File: src/hdl/node_ctl_pkg.sv
// Purpose: Shared constants for the node-power / limp-home control pair
// Assumes: One 125 MHz core clock on each end
// Notes: SPI frame is 16 bits: write flag, 7-bit address, 8-bit data
package node_ctl_pkg;
  localparam int CLK_PERIOD_NS = 8; // Core clock period
  // Register byte addresses on the SPI
  localparam logic [6:0] ADDR_INH_LIMP_CONFIG = 7'h1a;
  localparam logic [6:0] ADDR_WAKE_CONFIG = 7'h1b;
  localparam logic [6:0] ADDR_SDO_IRQ_CONFIG = 7'h1e;
  localparam logic [6:0] ADDR_FAULT_FLAG_BASE = 7'h50;
  localparam logic [6:0] ADDR_FAULT_MASK_BASE = 7'h58;
  localparam int FAULT_REGS = 5; // Flag bytes 0x50..0x54
  // Field positions in the node-power / limp, wake and SDO interrupt configurations
  localparam int CFG_NODE_POWER_DIS = 6;
  localparam int CFG_LIMP_EN = 5;
  localparam int CFG_LIMP_SEL_HI = 3;
  localparam int CFG_LIMP_SEL_LO = 2;
  localparam int CFG_LIMP_CLEAR = 1;
  localparam int WAKE_BUS_DIS = 0;
  localparam int SDO_IRQ_EN = 0;
  // Values after reset
  localparam logic [7:0] RST_INH_LIMP_CONFIG = 8'h00;
  localparam logic [7:0] RST_WAKE_CONFIG = 8'h00;
  localparam logic [7:0] RST_SDO_IRQ_CONFIG = 8'h00;
  localparam logic [7:0] RST_FAULT_MASK = 8'h00;
  // Error-free watchdog services needed to release limp, per selector
  localparam logic [3:0] LIMP_GOOD_SEL0 = 4'h1;
  localparam logic [3:0] LIMP_GOOD_SEL1 = 4'h2;
  localparam logic [3:0] LIMP_GOOD_SEL2 = 4'h4;
  localparam logic [3:0] LIMP_GOOD_SEL3 = 4'h8;
  // SPI framing
  localparam int FRAME_BITS = 16;
  localparam logic [4:0] HDR_BITS = 5'h08;
  localparam logic [4:0] ALL_BITS = 5'h10;
  // Timing
  localparam int SCK_MAX_KHZ = 4000; // Fastest SPI clock allowed
  localparam int SCK_HALF_CYC =
    (500000 / SCK_MAX_KHZ + CLK_PERIOD_NS - 1) / CLK_PERIOD_NS;
  localparam int SLEEP_CS_WAIT_US = 10; // Least wait after select in sleep
  localparam int SLEEP_CS_WAIT_CYC =
    (SLEEP_CS_WAIT_US * 1000 + CLK_PERIOD_NS - 1) / CLK_PERIOD_NS;
  localparam int ACT_REC_NS = 355; // Least active recessive phase
  localparam int ACT_REC_CYC =
    (ACT_REC_NS + CLK_PERIOD_NS - 1) / CLK_PERIOD_NS;
endpackage

File: src/hdl/node_link_if.sv
// Purpose: Pin bundle between the transceiver control and its host
// Assumes: Testbench resolves three-state pins from the enables
// Notes: No clocking block; both ends sample with their own clock
`timescale 1ns/1ps
`default_nettype none
interface node_link_if;
  logic chip_select_n; // SPI select, active low
  logic sclk; // SPI clock from host
  logic sdi; // Host to device data
  logic sdo; // Device to host data or interrupt
  logic sdo_oe; // Device drives sdo
  logic fault_irq_n; // Dedicated interrupt, active low
  logic txd; // Transmit bit, high is recessive
  logic rxd; // Receive bit, high is recessive
  logic node_power; // Node-power pin level
  logic node_power_oe; // Node-power pin driven
  modport dev (input chip_select_n, sclk, sdi, txd,
               output sdo, sdo_oe, fault_irq_n, rxd, node_power,
               node_power_oe);
  modport host (output chip_select_n, sclk, sdi, txd,
                input sdo, sdo_oe, fault_irq_n, rxd, node_power,
                node_power_oe);
endinterface
`default_nettype wire

File: src/hdl/node_ctl_dev.sv
// Purpose: Device end: node-power/limp pin, faults, SPI slave, bus edge
// Assumes: Mode, watchdog and fail-safe logic drive the trigger inputs
// Notes: SPI mode 0, MSB first, pins synchronised before use
// Behaviour
// - Node power on in every non-sleep mode
// - Sleep turns node power off, high impedance
// - Config bit 6 disables node power
// - Config bit 5 makes pin limp indicator
// - Watchdog error limit turns limp on
// - Fail-safe entry turns limp on if enabled
// - Limp stays on until error-free count met
// - Writing config bit 1 turns limp off
// - Interrupt is OR of unmasked fault flags
// - SDO signals interrupt while select is high
// - Access only with select low and clocks
// - SDI sampled as host data while selected
// - Host keeps SPI clock at most 4 MHz
// - Host waits 10 us in sleep first
// - Wake config bit 0 ignores bus wake
// - Drive recessive actively briefly, then release
// - High is recessive, low dominant, dominant wins
// - Host disables SDO interrupt on shared bus
`timescale 1ns/1ps
`default_nettype none
module node_ctl_dev
  import node_ctl_pkg::*;
(
  input wire logic CLK_IN,
  input wire logic RST_IN,
  node_link_if.dev link,
  input wire logic SLEEP_MODE_IN,
  input wire logic WD_LIMIT_IN,
  input wire logic WD_GOOD_IN,
  input wire logic FAILSAFE_EN_IN,
  input wire logic FAILSAFE_ENTRY_IN,
  input wire logic [8*FAULT_REGS-1:0] FAULT_EVENT_IN,
  input wire logic BUS_WAKE_PATTERN_IN,
  input wire logic BUS_DOMINANT_IN,
  output logic BUS_WAKE_REQ_OUT,
  output logic DRV_DOMINANT_OUT,
  output logic DRV_ACTIVE_REC_OUT,
  output logic LIMP_ACTIVE_OUT
);
  logic [5:0] sync1; // First stage, read only by sync2
  logic [5:0] sync2; // Synchronised pins
  logic cs_n, sck, sdi_s, txd_s, wake_s, dom_s; // Named pin views
  logic sck_prev; // For clock edge detection
  logic txd_prev; // For transmit edge detection
  logic sck_rise, sck_fall; // One-cycle edge strobes
  logic [4:0] bit_cnt; // Bits received in this frame
  logic [14:0] in_shift; // Received header and data
  logic [14:0] next_in_shift; // Shift with the current bit
  logic [7:0] out_shift; // Read data being sent
  logic [7:0] inh_limp_config; // Node power and limp setup
  logic [7:0] wake_config; // Bus wake control
  logic [7:0] sdo_irq_config; // Interrupt on SDO control
  logic [7:0] fault_flag [FAULT_REGS]; // Sticky fault flags
  logic [7:0] fault_mask [FAULT_REGS]; // One masks the flag bit
  logic wr_strobe; // Completed write frame
  logic [6:0] wr_addr; // Its address
  logic [7:0] wr_data; // Its data
  logic limp_active; // Limp indicator state
  logic limp_clear; // Software release pulse
  logic [3:0] good_cnt; // Error-free services seen
  logic [7:0] act_cnt; // Active recessive cycles left
  logic any_fault; // Unmasked fault present

  // Read decode used for SPI read data
  function automatic logic [7:0] read_reg(input logic [6:0] a);
    logic [7:0] r;
    r = 8'h00;
    if (a == ADDR_INH_LIMP_CONFIG) begin
      r = inh_limp_config;
    end else if (a == ADDR_WAKE_CONFIG) begin
      r = wake_config;
    end else if (a == ADDR_SDO_IRQ_CONFIG) begin
      r = sdo_irq_config;
    end
    for (int i = 0; i < FAULT_REGS; i++) begin
      if (a == ADDR_FAULT_FLAG_BASE + 7'(i)) begin
        r = fault_flag[i];
      end
      if (a == ADDR_FAULT_MASK_BASE + 7'(i)) begin
        r = fault_mask[i];
      end
    end
    return r;
  endfunction

  // Needed error-free count for a selector value
  function automatic logic [3:0] good_need(input logic [1:0] sel);
    logic [3:0] n;
    unique case (sel)
      2'h0: n = LIMP_GOOD_SEL0;
      2'h1: n = LIMP_GOOD_SEL1;
      2'h2: n = LIMP_GOOD_SEL2;
      2'h3: n = LIMP_GOOD_SEL3;
    endcase
    return n;
  endfunction

  // Two flops on every pin input; host clock is not assumed related
  // Reset to each pin's idle level so no false edge follows reset
  always_ff @(posedge CLK_IN or posedge RST_IN) begin
    if (RST_IN) begin
      sync1 <= 6'h09;
      sync2 <= 6'h09;
    end else begin
      sync1 <= {BUS_DOMINANT_IN, BUS_WAKE_PATTERN_IN, link.txd,
                link.sdi, link.sclk, link.chip_select_n};
      sync2 <= sync1;
    end
  end
  assign cs_n = sync2[0];
  assign sck = sync2[1];
  assign sdi_s = sync2[2];
  assign txd_s = sync2[3];
  assign wake_s = sync2[4];
  assign dom_s = sync2[5];
  assign sck_rise = sck & ~sck_prev & ~cs_n;
  assign sck_fall = ~sck & sck_prev & ~cs_n;
  assign next_in_shift = {in_shift[13:0], sdi_s};

  // Edge history
  always_ff @(posedge CLK_IN or posedge RST_IN) begin
    if (RST_IN) begin
      sck_prev <= 1'b0;
      txd_prev <= 1'b1;
    end else begin
      sck_prev <= sck;
      txd_prev <= txd_s;
    end
  end

  // SPI shift engine; select high aborts any partial frame
  always_ff @(posedge CLK_IN or posedge RST_IN) begin
    if (RST_IN) begin
      bit_cnt <= 5'h00;
      in_shift <= 15'h0000;
      out_shift <= 8'h00;
      wr_strobe <= 1'b0;
      wr_addr <= 7'h00;
      wr_data <= 8'h00;
    end else begin
      wr_strobe <= 1'b0;
      if (cs_n) begin
        bit_cnt <= 5'h00;
      end else if (sck_rise && bit_cnt != ALL_BITS) begin
        in_shift <= next_in_shift;
        bit_cnt <= bit_cnt + 5'h01;
        if (bit_cnt == HDR_BITS - 5'h01) begin
          out_shift <= read_reg(next_in_shift[6:0]);
        end
        // Write flag came in first and now sits at the top of the shift
        if (bit_cnt == ALL_BITS - 5'h01 && in_shift[14]) begin
          wr_strobe <= 1'b1;
          wr_addr <= next_in_shift[14:8];
          wr_data <= next_in_shift[7:0];
        end
      end else if (sck_fall && bit_cnt > HDR_BITS) begin
        out_shift <= {out_shift[6:0], 1'b0};
      end
    end
  end

  // Configuration registers; limp clear bit never stored
  always_ff @(posedge CLK_IN or posedge RST_IN) begin
    if (RST_IN) begin
      inh_limp_config <= RST_INH_LIMP_CONFIG;
      wake_config <= RST_WAKE_CONFIG;
      sdo_irq_config <= RST_SDO_IRQ_CONFIG;
      limp_clear <= 1'b0;
    end else begin
      limp_clear <= 1'b0;
      if (wr_strobe && wr_addr == ADDR_INH_LIMP_CONFIG) begin
        inh_limp_config <= wr_data & ~(8'h01 << CFG_LIMP_CLEAR);
        limp_clear <= wr_data[CFG_LIMP_CLEAR];
      end
      if (wr_strobe && wr_addr == ADDR_WAKE_CONFIG) begin
        wake_config <= wr_data;
      end
      if (wr_strobe && wr_addr == ADDR_SDO_IRQ_CONFIG) begin
        sdo_irq_config <= wr_data;
      end
    end
  end

  // Fault flags: write one clears, a new event in that cycle wins
  always_ff @(posedge CLK_IN or posedge RST_IN) begin
    if (RST_IN) begin
      for (int i = 0; i < FAULT_REGS; i++) begin
        fault_flag[i] <= 8'h00;
        fault_mask[i] <= RST_FAULT_MASK;
      end
    end else begin
      for (int i = 0; i < FAULT_REGS; i++) begin
        if (wr_strobe && wr_addr == ADDR_FAULT_FLAG_BASE + 7'(i)) begin
          fault_flag[i] <= (fault_flag[i] & ~wr_data)
                           | FAULT_EVENT_IN[8*i +: 8];
        end else begin
          fault_flag[i] <= fault_flag[i] | FAULT_EVENT_IN[8*i +: 8];
        end
        if (wr_strobe && wr_addr == ADDR_FAULT_MASK_BASE + 7'(i)) begin
          fault_mask[i] <= wr_data;
        end
      end
    end
  end

  // Combine every unmasked flag
  always_comb begin
    any_fault = 1'b0;
    for (int i = 0; i < FAULT_REGS; i++) begin
      any_fault = any_fault | (|(fault_flag[i] & ~fault_mask[i]));
    end
  end

  // Limp state; a trigger beats a release in the same cycle
  always_ff @(posedge CLK_IN or posedge RST_IN) begin
    if (RST_IN) begin
      limp_active <= 1'b0;
      good_cnt <= 4'h0;
    end else begin
      if (inh_limp_config[CFG_LIMP_EN] &&
          (WD_LIMIT_IN || (FAILSAFE_EN_IN && FAILSAFE_ENTRY_IN))) begin
        limp_active <= 1'b1;
        good_cnt <= 4'h0;
      end else if (limp_clear) begin
        limp_active <= 1'b0;
        good_cnt <= 4'h0;
      end else if (limp_active && WD_GOOD_IN) begin
        if (good_cnt + 4'h1 >= good_need(
            inh_limp_config[CFG_LIMP_SEL_HI:CFG_LIMP_SEL_LO])) begin
          limp_active <= 1'b0;
          good_cnt <= 4'h0;
        end else begin
          good_cnt <= good_cnt + 4'h1;
        end
      end
    end
  end

  // Pin drivers, all registered
  always_ff @(posedge CLK_IN or posedge RST_IN) begin
    if (RST_IN) begin
      link.node_power <= 1'b0;
      link.node_power_oe <= 1'b0;
      link.fault_irq_n <= 1'b1;
      link.sdo <= 1'b0;
      link.sdo_oe <= 1'b0;
      LIMP_ACTIVE_OUT <= 1'b0;
    end else begin
      link.node_power <= 1'b1;
      if (inh_limp_config[CFG_NODE_POWER_DIS]) begin
        link.node_power_oe <= 1'b0;
      end else if (inh_limp_config[CFG_LIMP_EN]) begin
        link.node_power_oe <= limp_active;
      end else begin
        link.node_power_oe <= ~SLEEP_MODE_IN;
      end
      link.fault_irq_n <= ~any_fault;
      LIMP_ACTIVE_OUT <= limp_active;
      if (!cs_n) begin
        // Data bits only after the header; zeros before
        link.sdo_oe <= 1'b1;
        link.sdo <= (bit_cnt >= HDR_BITS) ? out_shift[7] : 1'b0;
      end else begin
        link.sdo_oe <= sdo_irq_config[SDO_IRQ_EN];
        link.sdo <= ~any_fault;
      end
    end
  end

  // Bus side: polarity, wake gate and active recessive phase
  always_ff @(posedge CLK_IN or posedge RST_IN) begin
    if (RST_IN) begin
      link.rxd <= 1'b1;
      DRV_DOMINANT_OUT <= 1'b0;
      DRV_ACTIVE_REC_OUT <= 1'b0;
      BUS_WAKE_REQ_OUT <= 1'b0;
      act_cnt <= 8'h00;
    end else begin
      link.rxd <= ~dom_s;
      DRV_DOMINANT_OUT <= ~txd_s;
      BUS_WAKE_REQ_OUT <= wake_s & SLEEP_MODE_IN
                          & ~wake_config[WAKE_BUS_DIS];
      if (txd_s && !txd_prev) begin
        act_cnt <= 8'(ACT_REC_CYC);
      end else if (!txd_s) begin
        act_cnt <= 8'h00;
      end else if (act_cnt != 8'h00) begin
        act_cnt <= act_cnt - 8'h01;
      end
      DRV_ACTIVE_REC_OUT <= (txd_s && !txd_prev) ||
                            (txd_s && act_cnt > 8'h01);
    end
  end
endmodule // node_ctl_dev
`default_nettype wire

File: src/flat_wrapper.sv
// flat-port wrapper written by rule: the top's interface ports become plain ports
module node_ctl_dev_flat import node_ctl_pkg::*;
  (CLK_IN, RST_IN, SLEEP_MODE_IN, WD_LIMIT_IN, WD_GOOD_IN, FAILSAFE_EN_IN, FAILSAFE_ENTRY_IN, FAULT_EVENT_IN, BUS_WAKE_PATTERN_IN, BUS_DOMINANT_IN, BUS_WAKE_REQ_OUT, DRV_DOMINANT_OUT, DRV_ACTIVE_REC_OUT, LIMP_ACTIVE_OUT, link_chip_select_n, link_sclk, link_sdi, link_txd, link_sdo, link_sdo_oe, link_fault_irq_n, link_rxd, link_node_power, link_node_power_oe);
  node_link_if link_i ();
  input wire logic CLK_IN;
  input wire logic RST_IN;
  input wire logic SLEEP_MODE_IN;
  input wire logic WD_LIMIT_IN;
  input wire logic WD_GOOD_IN;
  input wire logic FAILSAFE_EN_IN;
  input wire logic FAILSAFE_ENTRY_IN;
  input wire logic [8*FAULT_REGS-1:0] FAULT_EVENT_IN;
  input wire logic BUS_WAKE_PATTERN_IN;
  input wire logic BUS_DOMINANT_IN;
  output logic BUS_WAKE_REQ_OUT;
  output logic DRV_DOMINANT_OUT;
  output logic DRV_ACTIVE_REC_OUT;
  output logic LIMP_ACTIVE_OUT;
  input wire logic [$bits(link_i.chip_select_n)-1:0] link_chip_select_n;
  input wire logic [$bits(link_i.sclk)-1:0] link_sclk;
  input wire logic [$bits(link_i.sdi)-1:0] link_sdi;
  input wire logic [$bits(link_i.txd)-1:0] link_txd;
  output wire logic [$bits(link_i.sdo)-1:0] link_sdo;
  output wire logic [$bits(link_i.sdo_oe)-1:0] link_sdo_oe;
  output wire logic [$bits(link_i.fault_irq_n)-1:0] link_fault_irq_n;
  output wire logic [$bits(link_i.rxd)-1:0] link_rxd;
  output wire logic [$bits(link_i.node_power)-1:0] link_node_power;
  output wire logic [$bits(link_i.node_power_oe)-1:0] link_node_power_oe;
  assign link_i.chip_select_n = link_chip_select_n;
  assign link_i.sclk = link_sclk;
  assign link_i.sdi = link_sdi;
  assign link_i.txd = link_txd;
  assign link_sdo = link_i.sdo;
  assign link_sdo_oe = link_i.sdo_oe;
  assign link_fault_irq_n = link_i.fault_irq_n;
  assign link_rxd = link_i.rxd;
  assign link_node_power = link_i.node_power;
  assign link_node_power_oe = link_i.node_power_oe;
  node_ctl_dev u_core (.CLK_IN(CLK_IN), .RST_IN(RST_IN), .link(link_i), .SLEEP_MODE_IN(SLEEP_MODE_IN), .WD_LIMIT_IN(WD_LIMIT_IN), .WD_GOOD_IN(WD_GOOD_IN), .FAILSAFE_EN_IN(FAILSAFE_EN_IN), .FAILSAFE_ENTRY_IN(FAILSAFE_ENTRY_IN), .FAULT_EVENT_IN(FAULT_EVENT_IN), .BUS_WAKE_PATTERN_IN(BUS_WAKE_PATTERN_IN), .BUS_DOMINANT_IN(BUS_DOMINANT_IN), .BUS_WAKE_REQ_OUT(BUS_WAKE_REQ_OUT), .DRV_DOMINANT_OUT(DRV_DOMINANT_OUT), .DRV_ACTIVE_REC_OUT(DRV_ACTIVE_REC_OUT), .LIMP_ACTIVE_OUT(LIMP_ACTIVE_OUT));
endmodule
File: config.mk
export PLATFORM = sky130hd
export DESIGN_NAME = node_ctl_dev_flat
export DESIGN_NICKNAME = d
export VERILOG_FILES = /design/src/hdl/node_ctl_pkg.sv /design/src/hdl/node_link_if.sv /design/src/hdl/node_ctl_dev.sv /design/src/flat_wrapper.sv
export SDC_FILE = /design/constraint.sdc
export NUM_CORES = 1
export LEC_CHECK = 0
export BUFFER_PORTS_ARGS = -buffer_cell sky130_fd_sc_hd__buf_2
export CORE_MARGIN = 2
export CORE_UTILIZATION = 55
export DETAILED_ROUTE_END_ITERATION = 16
export PLACE_DENSITY = 0.74
export SYNTH_ARGS = -nofsm -noshare
export SYNTH_HDL_FRONTEND = slang
export SYNTH_SLANG_ARGS = --single-unit
File: constraint.sdc
create_clock -name CLK_IN -period 8.1 [get_ports CLK_IN]
set_input_delay 1.215 -clock CLK_IN [delete_from_list [all_inputs] [get_ports CLK_IN]]
set_output_delay 1.215 -clock CLK_IN [all_outputs]
set_load 0.01 [all_outputs]
# == After elaboration in Yosys (flattened, before gate mapping) ==
# Index checks and enable logic that the tools add are counted.
# op_classes
add_sub_neg,3
magnitude_cmp,4
n_eq_ne,34
n_mux,47
bitwise,44
n_reduce_logical,39
# op_table
cell,count
$mux W8,24
$eq A7 B7 Y1 const B,20
$and A8 B8 Y8,10
$or A8 B8 Y8,10
$not A8 Y8,6
$eq A7 B5 Y1 const B,6
$reduce_or A8 Y1,5
$mux W4,7
$logic_and A1 B1 Y1,21
$pmux W4 S4,1
$mux W1,13
$mux W5,2
$gt A8 B1 Y1 const B,1
$not A1 Y1,8
$reduce_bool A8 Y1,1
$sub A8 B1 Y8 const B,1
$and A1 B1 Y1,6
$reduce_and A3 Y1,2
$reduce_bool A3 Y1,2
$add A5 B1 Y5 const B,1
$eq A5 B3 Y1 const B,1
$eq A5 B4 Y1 const B,1
$ge A5 B4 Y1 const B,1
$gt A5 B4 Y1 const B,1
13 further kinds,20
# word_totals
reg_bits,185
inputBits,53
output_inout_bits,10
word_cells,208

# == Depth between registers and ports, before layout ==
# Gate-level depths: netlist of the first run.
# depth
ltp_word,16
depth_mapped,9

# == Worst setup path after synthesis of the first run ==
# No wires, ideal clock.
# synth_path
path_kind,in2reg
startpoint,input FAILSAFE_EN_IN
endpoint,register u_core.good_cnt[2]
setup_ns,0.082
t_arrival_ns,2.162
slack_ns,5.856
path_stages,6
path_buffers,0
cell_sequence,a21o_1 > nand2_1 > nand2b_1 > a211oi_1 > nand2b_1 > o22ai_1
# synth_between
elab_chain_len,4
elab_cells_between_ends,5
# synth_rtl
element,line_no,source
"start, declared",flat_wrapper.sv:10,input wire logic FAILSAFE_EN_IN;
$logic_and A1 B1 Y1 *,node_ctl_dev.sv:225,(WD_LIMIT_IN || (FAILSAFE_EN_IN && FAILSAFE_ENTRY_IN))) begin
$logic_or A1 B1 Y1 *,node_ctl_dev.sv:225,
$logic_and A1 B1 Y1 *,node_ctl_dev.sv:224,if (inh_limp_config[CFG_LIMP_EN] &&
$reduce_bool A3 Y1 (no source line) or $mux W4 (tied branches),n/a,
"end signal, assigned",node_ctl_dev.sv:237,good_cnt <= good_cnt + 4'h1;
"end, declared",node_ctl_dev.sv:64,logic [3:0] good_cnt;
# Mark *: on every way between the ends. The rest lies on a longest branch, timed or not.
# A chain may end at the register's enable or synchronous reset.

# == Final worst setup path of the first run ==
# layout_path
startpoint,register u_core.in_shift[0]
endpoint,register u_core.out_shift[6]
# layout_between
elab_chain_len,16
elab_cells_between_ends,28
# layout_rtl
element,line_no,source
"start, declared",node_ctl_dev.sv:51,logic [14:0] in_shift;
"start signal, assigned",node_ctl_dev.sv:149,in_shift <= next_in_shift;
$eq A7 B5 Y1,node_ctl_dev.sv:76,end else if (a == ADDR_SDO_IRQ_CONFIG) begin
$mux W8,node_ctl_dev.sv:76,
$mux W8,node_ctl_dev.sv:74,end else if (a == ADDR_WAKE_CONFIG) begin
$mux W8,node_ctl_dev.sv:72,if (a == ADDR_INH_LIMP_CONFIG) begin
$mux W8,node_ctl_dev.sv:80,if (a == ADDR_FAULT_FLAG_BASE + 7'(i)) begin
$mux W8,node_ctl_dev.sv:83,if (a == ADDR_FAULT_MASK_BASE + 7'(i)) begin
$mux W8,node_ctl_dev.sv:80,
$mux W8,node_ctl_dev.sv:83,
$mux W8,node_ctl_dev.sv:80,
$mux W8,node_ctl_dev.sv:83,
$mux W8,node_ctl_dev.sv:80,
$mux W8,node_ctl_dev.sv:83,
$mux W8,node_ctl_dev.sv:80,
$mux W8 *,node_ctl_dev.sv:83,
$mux W8 *,node_ctl_dev.sv:151,if (bit_cnt == HDR_BITS - 5'h01) begin
$mux W8 *,node_ctl_dev.sv:148,end else if (sck_rise && bit_cnt != ALL_BITS) begin
"end signal, assigned",node_ctl_dev.sv:152,out_shift <= read_reg(next_in_shift[6:0]);
"end signal, assigned",node_ctl_dev.sv:161,"out_shift <= {out_shift[6:0], 1'b0};"
"end, declared",node_ctl_dev.sv:53,logic [7:0] out_shift;
# Mark *: on every way between the ends. The rest lies on a longest branch, timed or not. The select of a mux whose other input is x is not followed.

==> results of run 1 <==
sequential cells by signal, indices dropped and copies added (netlist names), 4 cells and up:
name	count
u_core.act_cnt	8
u_core.bit_cnt	5
u_core.fault_flag	40
u_core.fault_mask	40
u_core.good_cnt	4
u_core.in_shift	15
u_core.inh_limp_config	7
u_core.out_shift	8
u_core.sdo_irq_config	8
u_core.sync1	6
u_core.sync2	6
u_core.wake_config	8
u_core.wr_addr	7
u_core.wr_data	8
metal layers:
| layer | vias up | wire length, um | track usage (%) |
|---|---|---|---|
| met1 | 3282 | 9850 | 39.2 |
| met2 | 328 | 9990 | 41.2 |
| met5 | - | 0 | 0 |
| li1 | 3045 | - | - |
| met3 | 63 | 2020 | 8.47 |
| met4 | 0 | 746 | 11.5 |
cells in the mapped netlist (all sizes together) (4+ instances only):
cell	count	share of area, %
nand4	6	0.43
xnor2	5	0.50
nor2	33	1.6
mux2i	12	1.4
or3b	4	0.40
nor2b	4	0.28
nand3	9	0.57
a31oi	4	0.28
nor3	9	0.74
o221ai	4	0.40
a21o	43	3.7
dfstp	7	2.1
a22oi	5	0.43
clkbuf	18	0.77
buf	17	1.1
o211ai	6	0.51
mux2	78	10
a2bb2oi	4	0.40
dfrtp	178	51
ha	10	1.4
inv	58	2.5
and3	5	0.41
o21ai	49	2.8
nand3b	5	0.43
nand2	118	5.0
nand2b	15	1.1
or3	8	0.57
a211oi	6	0.51
nor4	10	0.78
o22ai	29	2.1
a21oi	27	1.6
worst paths after layout:
kind | to | cells past startpoint | slack, ns
max in group asynchronous | u_core.wr_strobe | 3 | 5.81
min | u_core.sync2[5] | 0 | 0.35
max reg2reg | u_core.out_shift[6] | 5 | 5.38
max | u_core.out_shift[6] | 5 | 5.38
min reg2reg | u_core.sync2[5] | 0 | 0.35
min in group asynchronous | u_core.sync1[1] | 2 | 0.96
power by group:
group	total [mW]	internal (mW)	leakage [nW]	switching (mW)
combinational	0.167	0.0600	1.95	0.107
clock	0.811	0.442	0.277	0.369
sequential	0.972	0.944	2.30	0.0285
total	1.95	1.45	4.53	0.504
area by class of cell:
| class | count | share of cell area [%] |
|---|---|---|
| Sequential cell | 185 | 47.1 |
| Multi-Input combinational cell | 552 | 38.4 |
| Clock buffer | 19 | 4.60 |
| Timing Repair Buffer | 68 | 3.61 |
| Tap cell | 216 | 2.74 |
| Inverter | 60 | 2.36 |
| Clock inverter | 13 | 1.21 |
worst max-delay path: cells and delay by family (launching register included):
kind,cells,cell delay (ns)
flops,1,0.97
compound gates,4,1.08
buf+inv,1,0.53
stage by stage:
stage          power, mW  cell area, um2
6_report            1.95            9850
5_1_grt             2.02            9850
4_1_cts             1.96            9850
3_5_place_dp        1.15            9280
3_3_place_gp        1.15            9280
2_1_floorplan       1.10            8800
layout by cell type (no fill, tap or decap), types with 7 or more instances in the layout:
cell type,synthesis,routed
inv_1,58,57
nor2_1,29,29
nand2b_1,15,15
ha_1,10,10
clkbuf_16,0,17
a21o_1,43,43
dfstp_2,7,7
o21ai_0,47,46
or3_1,8,8
o22ai_1,29,29
nand3_1,8,8
nor4_1,9,9
dfrtp_1,178,178
a21oi_1,26,26
nand2_1,118,118
mux2i_1,12,12
mux2_2,68,68
buf_2,14,62
kinds of logic (layout without fill, tap and decap cells):
logic type,Yosys count,count (layout),share of synthesized area [%]
AND/OR/NAND/NOR,240,240,13.8
AO/OA/AOI/OAI,204,204,15.4
flip-flops,185,185,52.7
buffers and inverters,95,160,4.38
multiplexers,90,90,11.5
adder cells (fa/ha/maj),10,10,1.42
XOR/XNOR,7,7,0.697
other,1,1,0.0426
==> summary.md, run 1 <==
| Metric | Value |
|---|---|
| Pins Over Slew Limit | 0 |
| Starting Density | 55.8% |
| Ys async rst share | 100% |
| Hold Startpoint | u_core.sync1[5] |
| CORE AREA | 15,800 um2 |
| P per Cell Area | 198 nW/um2 |
| DRT antenna net count | 0 |
| DR pass1 iterations | 8 |
| WL/cell | 20.3 um |
| Critical R2R Launch | u_core.in_shift[0] |
| Final period utilization | 33.6% |
| Vias in the first global route | 6,424 |
| Number of synthesized flops with an enable pin | 0 |
| Global-route wire length before repair | 35.6 mm |
| Share of layout cells above drive strength 1 | 22.2% |
| Largest net degree at the start of global routing | 122 |
| Chip height | 130 um |
| Min-delay worst type | reg2reg |
| Max incr delay on CP | 0.97 ns |
| Max VDD drop | 0.000166 V |
| CP endpoint kind | register |
| Final cell count without fillers | 1,113 |
| Ports | 63 |
| Setup violators final | 0 |
| Setup WS pre-CTS | 5.25 ns |
| Die Area | 17,000 um2 |
| Routed WL | 22.6 mm |
| CP max FO | 27 |
| Status | complete, no violations |
| DR iter-0 viols | 753 |
| Clock root buffer master | clkbuf_16 |
| Placed insts | 1,081 |
| Final hold viol count | 0 |
| Sink Count | 185 |
| Initial antenna violation count | 0 |
| Area occupied by multi-input gates | 3780 um2 |
| Final Worst Setup Slack | 5.38 ns |
| Diode count | 0 |
| GPL Wtd Cong | 1.01 |
| Final nets | 947 |
| Final core utilization | 62.5% |
| CTS Buf Count | 17 |
| Clk buf depth | 2 |
| Cells along the critical path | clkinv_1 > a22oi_1 > o221ai_1 > a211oi_1 > o211ai_1 |
| DP Wirelength | 15.2 mm |
| Critical path type | reg2reg |
| Register area | 4640 um2 |
| Post-CTS Setup Bufs | 0 |
| Worst Path Required | 8.39 ns |
| Hold_buf cts | 0 |
| Number of synthesis warnings | 0 |
| TritonCTS clock tree | done |
| Setup TNS | 0 ns |
| DR DRC count | 0 |
| Max frequency | 368 MHz |
| Rel. slew slack | 27.0% |
| Avg Cell Area, Syn | 10.6 um2 |
| Synthesized Nets | 895 |
| Post-CTS Resized | 0 |
| Max Cap Viol | 0 |
| Area growth, synth to finish | 11.9% |
| Startpoint types | register |
| Routed vias | 6,718 |
| Clock-pin slew on the worst setup and hold paths | 0.07 ns |
| GRT Resource Usage Total | 28.0% |
| Leak | 4.53 nW |
| Clk_lat worst skew | 0.44 ns |
| Critical-path top delay cell | dfrtp_1 |
| Row count | 46 |
| Fin Hold WS | 0.348 ns |
| RSZ-0062 raised after global routing | no |
| Seq/Total Area, Yosys | 52.7% |
| CTS HTree Levels | 4 |
| Synth Instances | 832 |
| Post-Syn Area | 8800 um2 |
| Die Wd | 130 um |
| Clock Skews | 0.0120 ns |
| Worst-Margin Slew | 1.09 ns |
| Buffers added on ports | 62 |
| Final min period | 2.72 ns |
| Synth cell types | 77 |
| DR vias/cell | 6.04 |
| Fill count | 1,321 |
| Launch point of the critical path | u_core.in_shift[0] |
| Crit path DAT | 3.02 ns |
| Synth Register Bits | 185 |
| Grt total ovfl | 0 |
| Main flop type after synthesis | dfrtp_1 |
No activity file was read; power rests on OpenSTA's default activity.
==> run 2, diff against run 1 <==
Settings changed: PLACE_DENSITY 0.74 to 0.77.
Clock period 8.1 ns to 2.5 ns, I/O delays scaled along.
==> run 2 against run 1 <==
Largest cell class unchanged. Critical path depth is 2 lower. Cell area up 3.2%. Die area unchanged. Hold slack got worse by 0.32 ns. Wire length is 5.3% higher. Maximum frequency rose by 22%. Worst setup slack worse by 5.1 ns. Combinational power rose to 3.8 times the previous value.
==> summary.md, run 2 (same netlist as run 1, synthesis figures left out) <==
| Metric | Value |
|---|---|
| Status | complete, no violations |
| FF-to-FF End | u_core.fault_mask[1] |
| Max Cap Viol | 0 |
| Worst Setup EP | u_core.fault_mask[1] |
| Global-route wire length before repair | 37.5 mm |
| Initial antenna violation count | 0 |
| Reg2reg setup slack | 0.27 ns |
| Launch point of the critical path | u_core.wr_addr[1] |
| Setup violators final | 0 |
| Routed WL | 23.8 mm |
| Buffers added on ports | 62 |
| Routed vias | 6,860 |
| Most common cell after layout, fill and taps aside | dfrtp_1 |
| Final Worst Setup Slack | 0.275 ns |
| Largest net degree at the start of global routing | 87 |
| Hold_buf cts | 1 |
| DR DRC count | 0 |
| Starting Density | 55.8% |
| GRT Resource Usage Total | 29.5% |
| Die Area | 17,000 um2 |
| CP max FO | 8 |
| Worst Path Required | 2.82 ns |
| Leak | 4.72 nW |
| Final nets | 981 |
| Clk buf depth | 2 |
| Diode count | 0 |
| Die Wd | 130 um |
| Ports | 63 |
| Final min period | 2.23 ns |
| DP Wirelength | 16.8 mm |
| Worst-Margin Slew | 0.719 ns |
| Clock Skews | 0.00922 ns |
| Commonest cells after routing, fill and taps aside | dfrtp_1, nand2_1, mux2_2 |
| Register area | 4640 um2 |
| GPL Wtd Cong | 0.964 |
| Chip height | 130 um |
| Biggest regs | u_core.fault_flag (40), u_core.fault_mask (40), u_core.in_shift (15) |
| Final period utilization | 89.0% |
| Area occupied by multi-input gates | 3780 um2 |
| Final core utilization | 64.4% |
| Area growth, synth to finish | 15.5% |
| DR iter-0 viols | 643 |
| Row count | 46 |
| Clock root buffer master | clkbuf_16 |
| TritonCTS clock tree | done |
| Final hold viol count | 0 |
| CTS Buf Count | 17 |
| Rel. slew slack | 52.1% |
| Fill count | 1,281 |
| WL/cell | 20.8 um |
| DRT antenna net count | 0 |
| Grt total ovfl | 0 |
| Post-CTS Resized | 0 |
| Max VDD drop | 0.000531 V |
| CP endpoint kind | register |
| Worst path depth | 3 |
| CP Buf/Inv Count | 0 |
| Hold Startpoint | link_txd |
| Critical path type | reg2reg |
| Placed instance area | 9540 um2 |
| Pins Over Slew Limit | 0 |
| DR vias/cell | 5.98 |
| Setup TNS | 0 ns |
| Final cell count without fillers | 1,147 |
| Worst path top cell family by delay | simple AND/OR/NAND/NOR gates |
| Critical-path top delay cell | or4_1 |
| Share of layout cells above drive strength 1 | 24.8% |
| Max frequency | 449 MHz |
| Vias in the first global route | 6,662 |
| Setup WS pre-CTS | 0.274 ns |
| Max incr delay on CP | 0.76 ns |
| Min-delay worst type | in2reg |
| Sink Count | 185 |
| Final instance area | 10,200 um2 |
| CORE AREA | 15,800 um2 |
| DR pass1 iterations | 5 |
| R2R depth | 3 |
| Critical R2R Launch | u_core.wr_addr[1] |
| Placed insts | 1,114 |
| Clk_lat worst skew | 0.44 ns |
| CTS HTree Levels | 4 |
| Clock-pin slew on the worst setup and hold paths | 0.07 ns |
| Cells along the critical path | or3b_1 > or4_1 > mux2_1 |
| Post-CTS Setup Bufs | 0 |
| Crit path DAT | 2.54 ns |
| RSZ-0062 raised after global routing | no |
| P per Cell Area | 646 nW/um2 |
| Startpoint types | register |
==> run 2: cell types whose count changed in the layout (fill, tap and decap cells not counted), sizes merged <==
cell	before	now
buf	68	101
clkinv	8	4
inv	61	65
clkbuf	19	17
bufinv	1	2
clkinvlp	3	4
dlygate4sd3	0	1
==> run 2: area by class of cell <==
| class | instances | share of cell area, % |
|---|---|---|
| timing repair buffer | 102 | 6.28 |
| clock inverter | 15 | 1.81 |
| tap | 216 | 2.66 |
| sequential | 185 | 45.6 |
| inverter | 60 | 2.25 |
| clock buffer | 17 | 4.19 |
| multi-input combinational | 552 | 37.2 |
==> run 2: routing by layer <==
layer	part of all wire [%]	wire length [um]	up-vias	GRT usage, %
li1	-	-	3122	-
met3	6.4	1530	47	6.68
met5	0	0	-	0
met4	2.4	575	0	8.76
met1	45	10700	3435	41.8
met2	46	11000	256	46.0
==> run 2: worst min path at each step <==
stage | to | slack, ns | cells past startpoint
5_1_grt | u_core.sync1[5] | 0.02 | 1
4_1_cts | u_core.sync1[3] | 0.02 | 1
6_report | u_core.sync1[3] | 0.03 | 1
2_1_floorplan | u_core.sync2[1] | 0.33 | 0
3_5_place_dp | u_core.sync2[4] | 0.34 | 0
3_3_place_gp | u_core.sync2[4] | 0.33 | 0
==> run 2: power by group <==
group | switching, mW | leakage, nW | internal, mW | total, mW
Clock | 1.28 | 0.291 | 1.52 | 2.80
Combinational | 0.382 | 2.13 | 0.246 | 0.627
Sequential | 0.0825 | 2.30 | 3.06 | 3.14
==> run 2: worst register-to-register path, stage by stage (launching register included) <==
cell     delay (ns)
dfrtp_1        0.44
or3b_1         0.46
or4_1          0.76
mux2_1         0.44
==> run 2: per-stage QoR <==
step / hold slack, ns / power, mW
after floorplan: 0.331 / 3.57
after global placement: 0.333 / 3.80
after detailed placement: 0.337 / 3.81
after CTS: 0.0175 / 6.59
after global routing: 0.0203 / 6.79
final: 0.0310 / 6.56
